==> src/rtl/pio_pkg.sv <==
// package for the parallel input/output port: register map, resets, types
// assumes a single 10 MHz clock domain shared by all users of the package
package pio_pkg;

    // ------------------------------------------------------------
    // widths
    // ------------------------------------------------------------
    localparam int PIO_WIDTH = 32;
    localparam int PIO_IDX_W = 3;

    // ------------------------------------------------------------
    // register word indices
    // ------------------------------------------------------------
    localparam logic [2:0] IDX_PORT_DATA = 3'h0;
    localparam logic [2:0] IDX_LINE_DIRECTION = 3'h1;
    localparam logic [2:0] IDX_IRQ_ENABLE_MASK = 3'h2;
    localparam logic [2:0] IDX_EDGE_LATCH = 3'h3;
    localparam logic [2:0] IDX_OUTPUT_BIT_SET = 3'h4;
    localparam logic [2:0] IDX_OUTPUT_BIT_CLEAR = 3'h5;

    // ------------------------------------------------------------
    // values after reset
    // ------------------------------------------------------------
    localparam logic [31:0] RST_PORT_DATA = 32'h0000_0000;
    localparam logic [31:0] RST_LINE_DIRECTION = 32'h0000_0000;
    localparam logic [31:0] RST_IRQ_ENABLE_MASK = 32'h0000_0000;
    localparam logic [31:0] RST_EDGE_LATCH = 32'h0000_0000;
    localparam logic [31:0] RST_READ_DATA = 32'h0000_0000;

    // ------------------------------------------------------------
    // register port request, one cycle per access
    // ------------------------------------------------------------
    typedef struct packed {
        logic write;
        logic read;
        logic [PIO_IDX_W-1:0] index;
        logic [PIO_WIDTH-1:0] wdata;
    } pio_req_t;

endpackage : pio_pkg

==> src/rtl/pio_port.sv <==
// parallel input/output port: data, direction, mask, edge latch, set, clear
// assumes a word-indexed register port from the processor bridge and
// board pins that are asynchronous to the clock
//
// Behaviour
// RULE1 - every register is 32 bits, one per line
// RULE2 - data read returns current input line levels
// RULE3 - data write loads value driven onto outputs
// RULE4 - direction bit 0 input, 1 output
// RULE5 - mask bit 1 enables interrupt for line
// RULE6 - edge latch records edges per input line
// RULE7 - set register write sets selected output bits
// RULE8 - clear register write clears selected output bits
// RULE9 - software treats lamps as active low
// RULE10 - software reaches port through bridge window offset
// RULE11 - interrupt high while masked edge latch bit set
`timescale 1ns/100ps
`default_nettype none

module pio_port
    import pio_pkg::*;
(
    // clock and reset
    input wire logic clock,
    input wire logic rst_n,
    // register port
    input wire pio_req_t req,
    output logic [PIO_WIDTH-1:0] readData,
    // board lines
    input wire logic [PIO_WIDTH-1:0] pinIn,
    output logic [PIO_WIDTH-1:0] pinOut,
    output logic [PIO_WIDTH-1:0] pinOe,
    // interrupt
    output logic irq
);

    // ------------------------------------------------------------
    // state
    // ------------------------------------------------------------
    logic [PIO_WIDTH-1:0] portData;
    logic [PIO_WIDTH-1:0] lineDirection;
    logic [PIO_WIDTH-1:0] irqEnableMask;
    logic [PIO_WIDTH-1:0] edgeLatch;
    logic [PIO_WIDTH-1:0] syncA;
    logic [PIO_WIDTH-1:0] syncB;
    logic [PIO_WIDTH-1:0] syncC;
    logic [PIO_WIDTH-1:0] inLevel;
    logic [PIO_WIDTH-1:0] edgeHit;
    logic [PIO_WIDTH-1:0] next_inLevel;
    logic [PIO_WIDTH-1:0] next_readData;

    logic wrData;
    logic wrDir;
    logic wrMask;
    logic wrEdge;
    logic wrSet;
    logic wrClr;

    // ------------------------------------------------------------
    // write decode
    // ------------------------------------------------------------
    // one strobe per writable word; indices 6 and 7 are ignored
    // only one index per cycle, so at most one strobe is high
    assign wrData = req.write && (req.index == IDX_PORT_DATA);
    assign wrDir = req.write && (req.index == IDX_LINE_DIRECTION);
    assign wrMask = req.write && (req.index == IDX_IRQ_ENABLE_MASK);
    assign wrEdge = req.write && (req.index == IDX_EDGE_LATCH);
    assign wrSet = req.write && (req.index == IDX_OUTPUT_BIT_SET);
    assign wrClr = req.write && (req.index == IDX_OUTPUT_BIT_CLEAR);

    // ------------------------------------------------------------
    // input synchroniser and filter
    // ------------------------------------------------------------
    // three stages; only syncB reads syncA, so metastability stays put
    always_ff @(posedge clock or negedge rst_n) begin
        if (!rst_n) begin
            syncA <= '0;
            syncB <= '0;
            syncC <= '0;
        end else begin
            syncA <= pinIn;
            syncB <= syncA;
            syncC <= syncB;
        end
    end

    // per line: a change counts once the last two stages agree
    genvar gi;
    generate
        for (gi = 0; gi < PIO_WIDTH; gi++) begin : g_line
            always_comb begin
                next_inLevel[gi] = inLevel[gi];
                if (syncB[gi] == syncC[gi]) begin
                    next_inLevel[gi] = syncC[gi];
                end
            end
            // any change of the filtered level is an edge
            assign edgeHit[gi] = next_inLevel[gi] != inLevel[gi]; // RULE6
        end
    endgenerate

    // filtered level, the value a data read returns
    always_ff @(posedge clock or negedge rst_n) begin
        if (!rst_n) begin
            inLevel <= '0;
        end else begin
            inLevel <= next_inLevel;
        end
    end

    // ------------------------------------------------------------
    // output data register
    // ------------------------------------------------------------
    // set and clear act on the stored value, no read-modify-write needed
    always_ff @(posedge clock or negedge rst_n) begin
        if (!rst_n) begin
            portData <= RST_PORT_DATA;
        end else if (wrData) begin
            portData <= req.wdata; // RULE3
        end else if (wrSet) begin
            portData <= portData | req.wdata; // RULE7
        end else if (wrClr) begin
            portData <= portData & ~req.wdata; // RULE8
        end
    end

    // ------------------------------------------------------------
    // direction and mask
    // ------------------------------------------------------------
    always_ff @(posedge clock or negedge rst_n) begin
        if (!rst_n) begin
            lineDirection <= RST_LINE_DIRECTION;
        end else if (wrDir) begin
            lineDirection <= req.wdata; // RULE4
        end
    end

    always_ff @(posedge clock or negedge rst_n) begin
        if (!rst_n) begin
            irqEnableMask <= RST_IRQ_ENABLE_MASK;
        end else if (wrMask) begin
            irqEnableMask <= req.wdata; // RULE5
        end
    end

    // ------------------------------------------------------------
    // edge latch
    // ------------------------------------------------------------
    // a one written clears a bit; a new edge in that cycle wins
    // lines set as outputs still pass the filter, so the port's own
    // writes show up here once they reach the wire
    always_ff @(posedge clock or negedge rst_n) begin
        if (!rst_n) begin
            edgeLatch <= RST_EDGE_LATCH;
        end else if (wrEdge) begin
            edgeLatch <= (edgeLatch & ~req.wdata) | edgeHit; // RULE6
        end else begin
            edgeLatch <= edgeLatch | edgeHit; // RULE6
        end
    end

    // ------------------------------------------------------------
    // pins and interrupt
    // ------------------------------------------------------------
    // lamp polarity is left to software, the port drives raw bits
    assign pinOut = portData; // RULE3 RULE9
    assign pinOe = lineDirection; // RULE4

    // registered so the line never glitches on decode
    always_ff @(posedge clock or negedge rst_n) begin
        if (!rst_n) begin
            irq <= 1'b0;
        end else begin
            irq <= |(edgeLatch & irqEnableMask); // RULE11
        end
    end

    // ------------------------------------------------------------
    // read path
    // ------------------------------------------------------------
    // set and clear words and unused indices read as zero
    // reads have no side effect, so polling keeps the edge latch
    always_comb begin
        next_readData = '0;
        case (req.index)
            IDX_PORT_DATA: next_readData = inLevel; // RULE2
            IDX_LINE_DIRECTION: next_readData = lineDirection;
            IDX_IRQ_ENABLE_MASK: next_readData = irqEnableMask;
            IDX_EDGE_LATCH: next_readData = edgeLatch;
            default: next_readData = '0;
        endcase
    end

    // answer one cycle after the read, held until the next read
    always_ff @(posedge clock or negedge rst_n) begin
        if (!rst_n) begin
            readData <= RST_READ_DATA;
        end else if (req.read) begin
            readData <= next_readData; // RULE1 RULE2
        end
    end
endmodule : pio_port

`default_nettype wire

==> config.mk <==
export PLATFORM = sky130hd
export DESIGN_NAME = pio_port
export DESIGN_NICKNAME = d
export VERILOG_FILES = /design/src/rtl/pio_pkg.sv /design/src/rtl/pio_port.sv
export SDC_FILE = /design/constraint.sdc
export NUM_CORES = 1
export LEC_CHECK = 0
export BUFFER_PORTS_ARGS = -buffer_cell sky130_fd_sc_hd__buf_4
export CAP_MARGIN = 25
export CORE_UTILIZATION = 30
export DETAILED_ROUTE_END_ITERATION = 8
export GPL_ROUTABILITY_DRIVEN = 0
export MAX_ROUTING_LAYER = met4
export PLACE_DENSITY = 0.47
export SYNTH_ARGS = -nofsm -noshare
export SYNTH_HDL_FRONTEND = slang
export SYNTH_SLANG_ARGS = --single-unit
==> constraint.sdc <==
create_clock -name clock -period 1.68 [get_ports clock]
set_input_delay 0.168 -clock clock [delete_from_list [all_inputs] [get_ports clock]]
set_output_delay 0.168 -clock clock [all_outputs]
set_load 0.05 [all_outputs]
==> reports/metrics.csv <==
stage,metric,value,unit
pwr,p_switching,6.38,mW
routing,wl,33600,um
pwr,p_comb_frac,0.214,
routing,drt_pass1_iterations,4,
global_route,grt_use_total,0.182,
critical_path,crit_type,reg -> reg,
layout,fillers,3611,
sta,setup_tns,0,ps
job,max_cap_violations,0,
clock_tree,cts_tree,yes,
sta,drv_slew,0,
sta,finalClockSkew,22.2,ps
clock_tree,cts_made_buffers,34,
sta,period_needed,1480,ps
clock_tree,clock_path_buffers,3,
routing,vias,8247,
clock_tree,clock_latency,520,ps
sta,rsz0062_at_grt,false,
layout,diodes,0,
floorplanning,die_h,198,um
synthesis,synth_area,0.0115,mm^2
sta,period_share,0.883,
synthesis,yosysWarnings,0,
pwr,finalPower,20.5,mW
floorplanning,rows,71,
sta,max_freq,0.674,GHz
layout,final_common_cell,dfrtp_1,
synthesis,synthTopCellsByArea,"dfrtp_1, mux2_2, o22ai_1",
clock_tree,htree_levels,2,
critical_path,required,2070,ps
synthesis,syn_nets,996,
clock_tree,cts-resized-gates,0,
layout,syn2layout_area_growth,33.0,%
sta,hold_violations,0,
synthesis,yosysTopAreaCellShare,0.628,
layout,final_cell_mix,"dfrtp_1, buf_4, inv_1, dlygate4sd3_1, o22ai_1",
synthesis,synth_seq_cells,289,
pwr,internal-power,14.2,mW
synthesis,synth_top_cell_by_area,dfrtp_1,
critical_path,end_kind,register,
placed_design,io_buffers,167,
global_route,grt_pass1_wl,52200,um
synthesis,synth_cell_type_count,32,
routing,wl_per_cell,19.6,um
floorplanning,start_util,0.305,
placed_design,post-dp-hpwl,22400,um
floorplanning,io_pins,168,
clock_tree,clk_pin_slew,60,ps
sta,relSlewSlack,0.669,
routing,drc,0,
routing,drtIter0Drc,451,
critical_path,startpoint_type,register,
pwr,ir_drop,0.000694,V
pwr,p_per_area,1340,mW/mm^2
floorplanning,die_area,0.0392,mm^2
clock_tree,cts.sinks,289,
hold_path,hold_path_class,in -> reg,
synthesis,ys_seq_area_frac,0.628,
global_route,antenna_found_initial,0,
layout,nets,1248,
synthesis,postSynthAreaPerCell,12.4,um^2
floorplanning,core,0.0378,mm^2
sta,worstMarginPinSlew,496,ps
routing,antenna_left,0,
critical_path,cp.arrival,1870,ps
global_route,grt_start_max_net_pins,68,
pwr,power_frac_seq,0.418,
synthesis,synth_cells,925,
clock_tree,cts-root-buf,clkbuf_16,
global_route,overflow,0,
layout,drive_gt1_frac,0.265,
run_status,status,completed,
floorplanning,die_w,198,um
pwr,pwr-share-clk,0.369,
sta,setup_viol,0,
pwr,leakage,6.87,nW
pwr,switching_share,0.311,
critical_path,critPathMaxFanout,3,
routing,avgViaCountPerCell,4.83,
global_route,first_global_vias,8549,
metrics by stage:
step                      setup slack, ps  std cells  hold slack, ps  cell area [um^2]   util
final                                 197       1709            99.1             15300  0.406
after global placement               30.8       1586            91.7             13500  0.357
after detailed placement             16.0       1586            84.1             13500  0.357
after floorplan                       297        925            -128             11500      -
after global routing                  104       1709            84.3             15300  0.406
after CTS                             168       1708            69.0             15300  0.405
synth_stat cells:
cell type and instances:
nor2b_1 2, xor2_1 8, inv_1 82, maj3_1 26, clkbuf_2 2, nand2b_1 2
dfrtp_1 289, nand4_1 4, a221oi_1 32, or4_1 1, a21oi_1 6, mux2_1 8
a22oi_1 16, buf_2 9, a221o_1 6, a21o_1 40, mux2_2 56, and4b_1 1
o21ai_0 50, nor4b_4 1, buf_4 6, nand4b_1 1, nor4bb_1 1, a22o_1 32
nor2_1 37, o22ai_1 64, buf_6 6, mux2i_1 32, o211ai_1 18, inv_2 1
clkbuf_1 30, nand2_1 56
per-layer routing:
metal / global-route usage / wire length [um] / vias up
met5: - / 0 / -
met2: 0.274 / 15200 / 192
met1: 0.253 / 16300 / 4180
met3: 0.0290 / 1400 / 47
li1: - / - / 3828
met4: 0.0479 / 588 / 0
power by group through the flow:
stage | Combinational (mW) | Sequential (mW) | Clock, mW
2_1_floorplan | 1.30 | 9.97 | 0
4_1_cts | 4.44 | 8.58 | 7.81
3_5_place_dp | 4.31 | 8.70 | 0
6_report | 4.39 | 8.58 | 7.57
5_1_grt | 4.69 | 8.70 | 8.06
3_3_place_gp | 4.26 | 8.69 | 0
final timing paths:
kind / startpoint / endpoint / slack [ps] / depth (start not counted)
max in group asynchronous: rst_n / asynchronous set/reset pin / 790 / 3
min: req[35] / readData[0] / 100 / 2
min in group asynchronous: rst_n / readData[29] / 140 / 2
min reg2reg: syncA[26] / syncB[26] / 350 / 0
max reg2reg: edgeLatch[29] / irq / 200 / 3
max: edgeLatch[29] / irq / 200 / 3
cell type report:
class	instances	area [um^2]	share of cell area
Inverter	83	312	0.0203
Sequential cell	289	7230	0.472
Multi-Input combinational cell	500	3720	0.243
Tap cell	511	639	0.0418
Timing Repair Buffer	269	2270	0.148
Clock inverter	8	148	0.00964
Clock buffer	49	988	0.0646
timing repair:
item,in CTS,in global routing
setup buffers,0,0
hold buffers,65,0
endpoints found under the setup margin,0,0
endpoints found under the hold margin,431,0
kinds of logic (layout without fill, tap and decap cells):
kind of cell | count (synthesis) | after routing | synth area share
fa+ha+maj | 26 | 26 | 0.0226
xor+xnor | 8 | 8 | 0.00609
mux | 96 | 96 | 0.0904
buf+inv | 136 | 409 | 0.0514
simple gates | 106 | 106 | 0.0399
flops | 289 | 289 | 0.628
compound gates | 264 | 264 | 0.161
worst max-delay path: stages (launching register included):
cell	delay, ps
dfrtp_1	400
a22oi_1	270
nand4_1	150
or4_1	530
(Power assumes the default switching activity.)
